[src/include/pmc_pkg.sv]
// constants and types for the counter array mode and pwm configuration block
package pmc_pkg;

  // special function register addresses
  localparam logic [7:0] PMC_MODE_ADDR = 8'hD9;
  localparam logic [7:0] PMC_PWM_ADDR = 8'hF7;
  // compare byte addresses for modules 0..2, shared with the reload bank
  localparam int PMC_NUM_MOD = 3;
  localparam logic [7:0] PMC_CMP_LO_ADDR [PMC_NUM_MOD] =
    '{8'hFB, 8'hE9, 8'hEB};
  localparam logic [7:0] PMC_CMP_HI_ADDR [PMC_NUM_MOD] =
    '{8'hFC, 8'hEA, 8'hEC};

  // mode register fields
  localparam int PMC_MD_IDLE_BIT = 7;
  localparam int PMC_MD_WDEN_BIT = 6;
  localparam int PMC_MD_LOCK_BIT = 5;
  localparam int PMC_MD_TBS_LSB = 1;
  localparam int PMC_MD_OVFIE_BIT = 0;
  localparam logic [7:0] PMC_MODE_RESET = 8'h40;

  // pwm configuration fields
  localparam int PMC_PW_BANK_BIT = 7;
  localparam int PMC_PW_COVIE_BIT = 6;
  localparam int PMC_PW_CYCLE_OVERFLOW_FLAG_BIT = 5;
  localparam int PMC_PW_WIDE_BIT = 3;
  localparam int PMC_PW_CLS_LSB = 0;
  localparam logic [7:0] PMC_PWM_RESET = 8'h00;
  localparam logic [15:0] PMC_RELOAD_RESET = 16'h0000;

  // timebase source codes
  typedef enum logic [2:0] {
    PMC_TB_DIV12 = 3'h0,
    PMC_TB_DIV4 = 3'h1,
    PMC_TB_T0OVF = 3'h2,
    PMC_TB_EXTPIN = 3'h3,
    PMC_TB_SYSCLK = 3'h4,
    PMC_TB_EXTDIV8 = 3'h5
  } pmc_tbs_e;

  // prescaler terminal counts
  localparam logic [3:0] PMC_DIV12_LAST = 4'hB;
  localparam logic [1:0] PMC_DIV4_LAST = 2'h3;
  localparam logic [2:0] PMC_EXT_DIV_LAST = 3'h7;

endpackage

[src/design/pmc_mode_ctrl.sv]
// mode control, timebase select and reload bank for the counter array
`timescale 1ns/100ps
// Summary of operation
// - idle suspend halts counting during processor idle
// - watchdog enable hands module 2 to watchdog
// - lock makes watchdog enable uncleareable until reset
// - timebase field picks the counter increment source
// - external pin counts falling edges, quarter rate
// - external clock divided by eight, synchronised
// - overflow enable masks counter overflow request
// - watchdog enabled freezes mode bits other than enable and lock
// - mode bit four reads zero, ignores writes
// - bank select steers compare addresses to reload
// - reload values act only in pwm modes
// - cycle overflow enable gates cycle flag request
// - unlocked clear disables watchdog; enabled at reset
module pmc_mode_ctrl (
  // clock and reset
  input wire logic i_clk,
  input wire logic i_arst_n,
  // special function register access
  input wire logic [7:0] i_sfr_addr,
  input wire logic i_sfr_wr,
  input wire logic i_sfr_rd,
  input wire logic [7:0] i_sfr_wdata,
  output logic [7:0] o_sfr_rdata,
  // system status from the same clock domain
  input wire logic i_cpu_idle,
  input wire logic i_t0_overflow,
  input wire logic i_counter_overflow_flag,
  input wire logic i_cycle_overflow_flag,
  input wire logic [pmc_pkg::PMC_NUM_MOD-1:0] i_reload_mode_active,
  input wire logic [pmc_pkg::PMC_NUM_MOD-1:0] i_reload_event,
  // pins from outside the clock domain
  input wire logic i_external_count_input,
  input wire logic i_ext_osc,
  // controls toward the counter and modules
  output logic o_count_tick,
  output logic o_watchdog_enable,
  output logic o_watchdog_lock,
  output logic o_reload_bank_select,
  output logic o_wide_pwm_reload_enable,
  output logic [1:0] o_cycle_length_select,
  output logic o_overflow_irq_req,
  output logic o_cycle_irq_req,
  output logic [pmc_pkg::PMC_NUM_MOD-1:0] o_reload_load,
  output logic [16*pmc_pkg::PMC_NUM_MOD-1:0] o_reload_value
);
  import pmc_pkg::*;
  // mode register state
  logic idle_suspend_r, idle_suspend_nxt;
  logic watchdog_enable_r, watchdog_enable_nxt;
  logic watchdog_lock_r, watchdog_lock_nxt;
  logic [2:0] timebase_select_r, timebase_select_nxt;
  logic overflow_irq_enable_r, overflow_irq_enable_nxt;
  // pwm configuration state
  logic bank_r, bank_nxt;
  logic cyc_irq_enable_r, cyc_irq_enable_nxt;
  logic wide_r, wide_nxt;
  logic [1:0] cls_r, cls_nxt;
  // decoded writes
  logic mode_wr, pwm_wr;
  // read path and interrupt requests
  logic [7:0] rdata_r, rdata_nxt;
  logic ovf_irq_r, ovf_irq_nxt;
  logic cyc_irq_r, cyc_irq_nxt;
  // pin synchronisers; stage one feeds only stage two
  logic eci_s1_r, eci_s2_r, eci_s3_r;
  logic osc_s1_r, osc_s2_r, osc_s3_r;
  // prescalers and tick
  logic [3:0] div12_r, div12_nxt;
  logic [1:0] div4_r, div4_nxt;
  logic [2:0] ext_div_r, ext_div_nxt;
  logic tick_r, tick_nxt;
  logic halted;
  // reload bank
  logic [15:0] reload_r [PMC_NUM_MOD];
  logic [PMC_NUM_MOD-1:0] load_r, load_nxt;
  // hit on any compare address, used for the read mux
  logic [PMC_NUM_MOD-1:0] lo_hit, hi_hit;
  assign mode_wr = i_sfr_wr && (i_sfr_addr == PMC_MODE_ADDR);
  assign pwm_wr = i_sfr_wr && (i_sfr_addr == PMC_PWM_ADDR);
  // mode register next state; watchdog bits handled apart from the rest
  always_comb begin
    idle_suspend_nxt = idle_suspend_r;
    watchdog_enable_nxt = watchdog_enable_r;
    watchdog_lock_nxt = watchdog_lock_r;
    timebase_select_nxt = timebase_select_r;
    overflow_irq_enable_nxt = overflow_irq_enable_r;
    if (mode_wr) begin
      // lock is sticky: only a system reset releases it
      watchdog_lock_nxt = watchdog_lock_r | i_sfr_wdata[PMC_MD_LOCK_BIT];
      watchdog_enable_nxt = watchdog_lock_nxt |
                            i_sfr_wdata[PMC_MD_WDEN_BIT];
      // the other fields move only while the watchdog is off
      if (!watchdog_enable_r) begin
        idle_suspend_nxt = i_sfr_wdata[PMC_MD_IDLE_BIT];
        timebase_select_nxt = i_sfr_wdata[PMC_MD_TBS_LSB +: 3];
        overflow_irq_enable_nxt = i_sfr_wdata[PMC_MD_OVFIE_BIT];
      end
    end
  end
  // mode register flops; watchdog comes up enabled
  always_ff @(posedge i_clk or negedge i_arst_n) begin
    if (!i_arst_n) begin
      idle_suspend_r <= PMC_MODE_RESET[PMC_MD_IDLE_BIT];
      watchdog_enable_r <= PMC_MODE_RESET[PMC_MD_WDEN_BIT];
      watchdog_lock_r <= PMC_MODE_RESET[PMC_MD_LOCK_BIT];
      timebase_select_r <= PMC_MODE_RESET[PMC_MD_TBS_LSB +: 3];
      overflow_irq_enable_r <= PMC_MODE_RESET[PMC_MD_OVFIE_BIT];
    end else begin
      idle_suspend_r <= idle_suspend_nxt;
      watchdog_enable_r <= watchdog_enable_nxt;
      watchdog_lock_r <= watchdog_lock_nxt;
      timebase_select_r <= timebase_select_nxt;
      overflow_irq_enable_r <= overflow_irq_enable_nxt;
    end
  end
  // pwm configuration next state; cycle flag itself lives in the counter
  always_comb begin
    bank_nxt = bank_r;
    cyc_irq_enable_nxt = cyc_irq_enable_r;
    wide_nxt = wide_r;
    cls_nxt = cls_r;
    if (pwm_wr) begin
      bank_nxt = i_sfr_wdata[PMC_PW_BANK_BIT];
      cyc_irq_enable_nxt = i_sfr_wdata[PMC_PW_COVIE_BIT];
      wide_nxt = i_sfr_wdata[PMC_PW_WIDE_BIT];
      cls_nxt = i_sfr_wdata[PMC_PW_CLS_LSB +: 2];
    end
  end
  // pwm configuration flops
  always_ff @(posedge i_clk or negedge i_arst_n) begin
    if (!i_arst_n) begin
      bank_r <= PMC_PWM_RESET[PMC_PW_BANK_BIT];
      cyc_irq_enable_r <= PMC_PWM_RESET[PMC_PW_COVIE_BIT];
      wide_r <= PMC_PWM_RESET[PMC_PW_WIDE_BIT];
      cls_r <= PMC_PWM_RESET[PMC_PW_CLS_LSB +: 2];
    end else begin
      bank_r <= bank_nxt;
      cyc_irq_enable_r <= cyc_irq_enable_nxt;
      wide_r <= wide_nxt;
      cls_r <= cls_nxt;
    end
  end
  // reload bank, one 16-bit shadow per module
  generate
    for (genvar gm = 0; gm < PMC_NUM_MOD; gm++) begin : g_mod
      logic [15:0] rl_nxt;
      assign lo_hit[gm] = (i_sfr_addr == PMC_CMP_LO_ADDR[gm]);
      assign hi_hit[gm] = (i_sfr_addr == PMC_CMP_HI_ADDR[gm]);
      // writes reach the shadow only with the bank selected
      always_comb begin
        rl_nxt = reload_r[gm];
        if (i_sfr_wr && bank_r && lo_hit[gm]) begin
          rl_nxt[7:0] = i_sfr_wdata;
        end
        if (i_sfr_wr && bank_r && hi_hit[gm]) begin
          rl_nxt[15:8] = i_sfr_wdata;
        end
        // outside pwm modes the shadow must never reach the module
        load_nxt[gm] = i_reload_event[gm] & i_reload_mode_active[gm];
      end
      always_ff @(posedge i_clk or negedge i_arst_n) begin
        if (!i_arst_n) begin
          reload_r[gm] <= PMC_RELOAD_RESET;
          load_r[gm] <= 1'b0;
        end else begin
          reload_r[gm] <= rl_nxt;
          load_r[gm] <= load_nxt[gm];
        end
      end
      assign o_reload_value[16*gm +: 16] = reload_r[gm];
    end
  endgenerate
  // read mux; compare addresses answer here only when the bank is selected
  always_comb begin
    rdata_nxt = 8'h00;
    if (i_sfr_rd) begin
      if (i_sfr_addr == PMC_MODE_ADDR) begin
        rdata_nxt = {idle_suspend_r, watchdog_enable_r, watchdog_lock_r,
                     1'b0, timebase_select_r, overflow_irq_enable_r};
      end else if (i_sfr_addr == PMC_PWM_ADDR) begin
        rdata_nxt = {bank_r, cyc_irq_enable_r, i_cycle_overflow_flag,
                     1'b0, wide_r, 1'b0, cls_r};
      end else if (bank_r) begin
        for (int m = 0; m < PMC_NUM_MOD; m++) begin
          if (lo_hit[m]) begin
            rdata_nxt = reload_r[m][7:0];
          end
          if (hi_hit[m]) begin
            rdata_nxt = reload_r[m][15:8];
          end
        end
      end
    end
  end
  // interrupt request masks
  always_comb begin
    ovf_irq_nxt = overflow_irq_enable_r && i_counter_overflow_flag;
    cyc_irq_nxt = cyc_irq_enable_r && i_cycle_overflow_flag;
  end
  // read data and request flops
  always_ff @(posedge i_clk or negedge i_arst_n) begin
    if (!i_arst_n) begin
      rdata_r <= 8'h00;
      ovf_irq_r <= 1'b0;
      cyc_irq_r <= 1'b0;
    end else begin
      rdata_r <= rdata_nxt;
      ovf_irq_r <= ovf_irq_nxt;
      cyc_irq_r <= cyc_irq_nxt;
    end
  end
  // pin synchronisers; third stage only serves the edge detectors
  always_ff @(posedge i_clk or negedge i_arst_n) begin
    if (!i_arst_n) begin
      eci_s1_r <= 1'b1;
      eci_s2_r <= 1'b1;
      eci_s3_r <= 1'b1;
      osc_s1_r <= 1'b0;
      osc_s2_r <= 1'b0;
      osc_s3_r <= 1'b0;
    end else begin
      eci_s1_r <= i_external_count_input;
      eci_s2_r <= eci_s1_r;
      eci_s3_r <= eci_s2_r;
      osc_s1_r <= i_ext_osc;
      osc_s2_r <= osc_s1_r;
      osc_s3_r <= osc_s2_r;
    end
  end
  // prescalers and increment source; everything freezes while suspended
  assign halted = idle_suspend_r && i_cpu_idle;
  always_comb begin
    div12_nxt = div12_r;
    div4_nxt = div4_r;
    ext_div_nxt = ext_div_r;
    tick_nxt = 1'b0;
    if (!halted) begin
      div12_nxt = (div12_r == PMC_DIV12_LAST) ? 4'h0 : div12_r + 4'h1;
      div4_nxt = div4_r + 2'h1;
      // oscillator edges count even when another source is chosen
      if (osc_s2_r && !osc_s3_r) begin
        ext_div_nxt = ext_div_r + 3'h1;
      end
      case (timebase_select_r)
        PMC_TB_DIV12: tick_nxt = (div12_r == PMC_DIV12_LAST);
        PMC_TB_DIV4: tick_nxt = (div4_r == PMC_DIV4_LAST);
        PMC_TB_T0OVF: tick_nxt = i_t0_overflow;
        // pulses faster than a quarter of the clock may be missed
        PMC_TB_EXTPIN: tick_nxt = eci_s3_r && !eci_s2_r;
        PMC_TB_SYSCLK: tick_nxt = 1'b1;
        PMC_TB_EXTDIV8: tick_nxt = osc_s2_r && !osc_s3_r &&
                                   (ext_div_r == PMC_EXT_DIV_LAST);
        default: tick_nxt = 1'b0;
      endcase
    end
  end
  // prescaler and tick flops
  always_ff @(posedge i_clk or negedge i_arst_n) begin
    if (!i_arst_n) begin
      div12_r <= 4'h0;
      div4_r <= 2'h0;
      ext_div_r <= 3'h0;
      tick_r <= 1'b0;
    end else begin
      div12_r <= div12_nxt;
      div4_r <= div4_nxt;
      ext_div_r <= ext_div_nxt;
      tick_r <= tick_nxt;
    end
  end
  // outputs straight from flops
  assign o_sfr_rdata = rdata_r;
  assign o_count_tick = tick_r;
  assign o_watchdog_enable = watchdog_enable_r;
  assign o_watchdog_lock = watchdog_lock_r;
  assign o_reload_bank_select = bank_r;
  assign o_wide_pwm_reload_enable = wide_r;
  assign o_cycle_length_select = cls_r;
  assign o_overflow_irq_req = ovf_irq_r;
  assign o_cycle_irq_req = cyc_irq_r;
  assign o_reload_load = load_r;
endmodule

[config.mk]
export PLATFORM = sky130hd
export DESIGN_NAME = pmc_mode_ctrl
export DESIGN_NICKNAME = d
export VERILOG_FILES = /design/src/include/pmc_pkg.sv /design/src/design/pmc_mode_ctrl.sv
export SDC_FILE = /design/constraint.sdc
export NUM_CORES = 1
export LEC_CHECK = 0
export ABC_AREA = 1
export BUFFER_PORTS_ARGS = -buffer_cell sky130_fd_sc_hd__buf_2
export CAP_MARGIN = 15
export CORE_UTILIZATION = 35
export CTS_CLUSTER_DIAMETER = 60
export DETAILED_ROUTE_END_ITERATION = 6
export HOLD_SLACK_MARGIN = 0.15
export PLACE_DENSITY = 0.54
export SLEW_MARGIN = 30
export SYNTH_ARGS = -nofsm -noshare
export SYNTH_HDL_FRONTEND = slang
export SYNTH_SLANG_ARGS = --single-unit
[constraint.sdc]
create_clock -name i_clk -period 1.4 [get_ports i_clk]
set_clock_uncertainty 0.1 [all_clocks]
set_input_delay 0.07 -clock i_clk [delete_from_list [all_inputs] [get_ports i_clk]]
set_output_delay 0.07 -clock i_clk [all_outputs]
set_load 0.03 [all_outputs]
==> results by group <==
Yosys
  – Syn avg cell area: 8.83 sq um
  – Largest family of logic cells by synthesized area: simple AND/OR/NAND/NOR gates
  – Syn Nets: 497
  – Mapped Area: 4070 sq um
  – EDFF count, synth: 0
  – Post-Synth Adder-Cell Area: 1.23%
  – Yosys warns: 0
  – Post-Synth XOR/XNOR Area: 0.430%
  – Main flop type after synthesis: dfrtp_1
  – Unique masters post-synth: 38
  – Synth Area in Compound Gates: 11.8%
  – #FFs+latches synth: 89
  – Mux cell area share after synthesis: 0.553%
  – Synth Instances: 461
  – Synth Area in Simple Gates: 24.4%
  – Synth async-reset ratio: 100%
  – Seq/Total Area, Yosys: 54.8%

STA
  – Hold Violations, Final: 0
  – Setup Viol. Count Final: 0
  – Highest clock rate: 723 MHz
  – Slew HR: 66.1%
  – Min Tclk post-route: 1.38 ns
  – Slew of the pin with the lowest slew margin: 0.507 ns
  – Fin crit share: 98.7%
  – Final WS setup: 0.0177 ns
  – Fin. max-slew vios: 0
  – Fin Setup TNS: 0 ns
  – RSZ-0062 raised after global routing: true

Global route
  – GRT Total Usage: 19.8%
  – GRT overflow: 0
  – Largest net degree at the start of global routing: 54
  – Number of global-route vias before repair: 3441
  – First-pass GRT wire length: 17600 um
  – Initial antenna violation count: 0

Outcome
  – Status: completed

Detailed routing
  – Post-route ant nets: 0
  – # DRC: 0
  – DRT Pass-1 Iters: 4
  – Initial DRC Count: 170
  – Wirelength per Cell: 14.3 um
  – Post-Route WL: 10800 um
  – Post-DR vias/cell: 4.70
  – Vias post-DR: 3554

Finish
  – Fin cells: 756
  – Layout cells sized above 1: 28.5%
  – Antenna diodes: 0
  – Leading cell type in the layout, fill and taps excluded: nand2_1
  – Layout area overhead: 33.6%
  – Nets: 645
  – Multi-input gate area: 1580 sq um
  – Most frequent cells in the layout: nand2_1 (122), buf_2 (98), dfrtp_1 (84)
  – Post-layout util: 47.8%
  – Final-layout fill cell count: 1118
  – Storage cell area: 2230 sq um

Power
  – Leakage power: 2.92 nW
  – PD cells: 1050 nW/um^2
  – Maximum VDD drop: 466 uV
  – Tot Pwr: 5.73 mW

Clock network
  – Later-pin clock latency in the skew report: 0.33 ns
  – Worst-case clock buffer depth: 2
  – CTS sink cnt: 89
  – Number of CTS-inserted buffers: 9
  – Clk slew on worst S/H paths: 0.06 ns
  – CTS tree: yes
  – Root buffer cell: clkbuf_16
  – Postcts setup bufs: 0
  – H-tree lvl count: 3

Floorplan
  – Die Ht: 110 um
  – Core Area: 11400 sq um
  – Row count: 39
  – Die X: 110 um
  – Die Area: 12100 sq um
  – # IOs: 100
  – Initial Util: 35.8%

Setup path
  – Critical path data arrival time: 1.50 ns
  – Crit path kind: reg -> reg
  – WP data required: 1.52 ns
  – Critical path capture point type: register
  – CP Launch Type: register
  – Worst-path fanout max: 2

Place
  – Gp weighted congestion: 0.884
  – Post-detailed-placement half-perimeter wirelength: 8160 um
  – Placed Cells: 715
  – Port bufs: 99
  – Pre-CTS WS: -0.114 ns

Min path
  – Hold WC Path Type: in -> reg

Flow run
  – Max cap viols: 0
[worst max-delay path: stages, from the launching register on]
cell and delay (ns):
dfrtp_1 0.40, ha_1 0.20, ha_1 0.17, nand3_1 0.08, a211oi_1 0.07, a31oi_1 0.17, a21oi_1 0.08
[sequential cells by signal, summed over array words and instances, names as in the netlist, 2 cells and up]
signal,flops
div4_r,2
o_reload_load,3
div12_r,4
o_sfr_rdata,8
timebase_select_r,3
o_cycle_length_select,2
o_reload_value,48
ext_div_r,3
[synth_stat cells (2+ instances only)]
library cell  instances  area share [%]
nand3_1              36             4.4
or2_2                 5            0.77
mux2_2                2            0.55
nor3_1                3            0.37
o21a_1                9             1.7
inv_1                49             4.5
clkbuf_1              2            0.18
nand3_2               2            0.49
nand4_1               3            0.46
nand2_2              11             1.7
o21ai_0              59             7.3
nor2_1               19             1.8
a21oi_1               9             1.1
nand2_1             122              11
dfrtp_1              85              52
inv_2                 2            0.18
nor2_4                6             1.7
buf_2                 3            0.37
o21ai_1               7            0.86
ha_1                  4             1.2
buf_6                 3            0.83
dfstp_2               4             2.6
[cell type report]
class	instances	share of cell area [%]
Clock buffer	13	4.97
Sequential cell	89	41.1
Inverter	52	3.66
Tap cell	143	3.29
Clock inverter	2	0.230
Multi-Input combinational cell	310	29.1
Timing Repair Buffer	147	17.7
[path summary, 6_finish.rpt]
kind,from,to,slack [ns],cells past startpoint
setup / recovery,ext_div_r[0]$_DFFE_PN0P_,o_count_tick$_DFF_PN0_,0.02,6
max in group asynchronous,i_arst_n,o_reload_value[40]$_DFFE_PN0P_,0.13,3
min in group asynchronous,i_arst_n,o_overflow_irq_req$_DFF_PN0_,0.18,3
hold reg to reg,osc_s1_r$_DFF_PN0_,osc_s2_r$_DFF_PN0_,0.25,0
hold / removal,i_sfr_addr[5],o_sfr_rdata[5]$_DFF_PN0_,0.17,6
setup reg to reg,ext_div_r[0]$_DFFE_PN0P_,o_count_tick$_DFF_PN0_,0.02,6
[report_power, final]
part           leakage, nW  switching, mW  internal [mW]
logic                 1.60          0.363          0.272
clock network        0.138          0.939           1.34
registers             1.18         0.0965           2.72
[through the flow]
step           instance area, sq um  hold WS, ns
2_1_floorplan                  4080       -0.326
3_3_place_gp                   4880       -0.164
3_5_place_dp                   4880       -0.165
4_1_cts                        5420        0.164
5_1_grt                        5440        0.196
6_report                       5440        0.169
[per-layer routing]
metal	vias up	GRT usage, %	part of all wire (%)
met1	1667	26.1	45
met3	13	2.67	3.9
met4	0	7.52	1.6
met5	-	0	0
met2	83	33.2	49
li1	1791	-	-
[cell families after synthesis]
kind of cell / after synthesis
and+or+nand+nor: 213
AOI/OAI and AO/OA: 89
DFF: 89
buffers and inverters: 62
adders and majority gates: 4
xor gates and xnor gates: 2
muxes: 2
[repair_timing]
item / 4_1_cts / 5_1_grt
endpoints found under the setup margin: 0 / 9
endpoints found under the hold margin: 169 / 0
hold buffers: 26 / 0
gates resized for setup: 0 / 4
(Power assumes the default switching activity.)
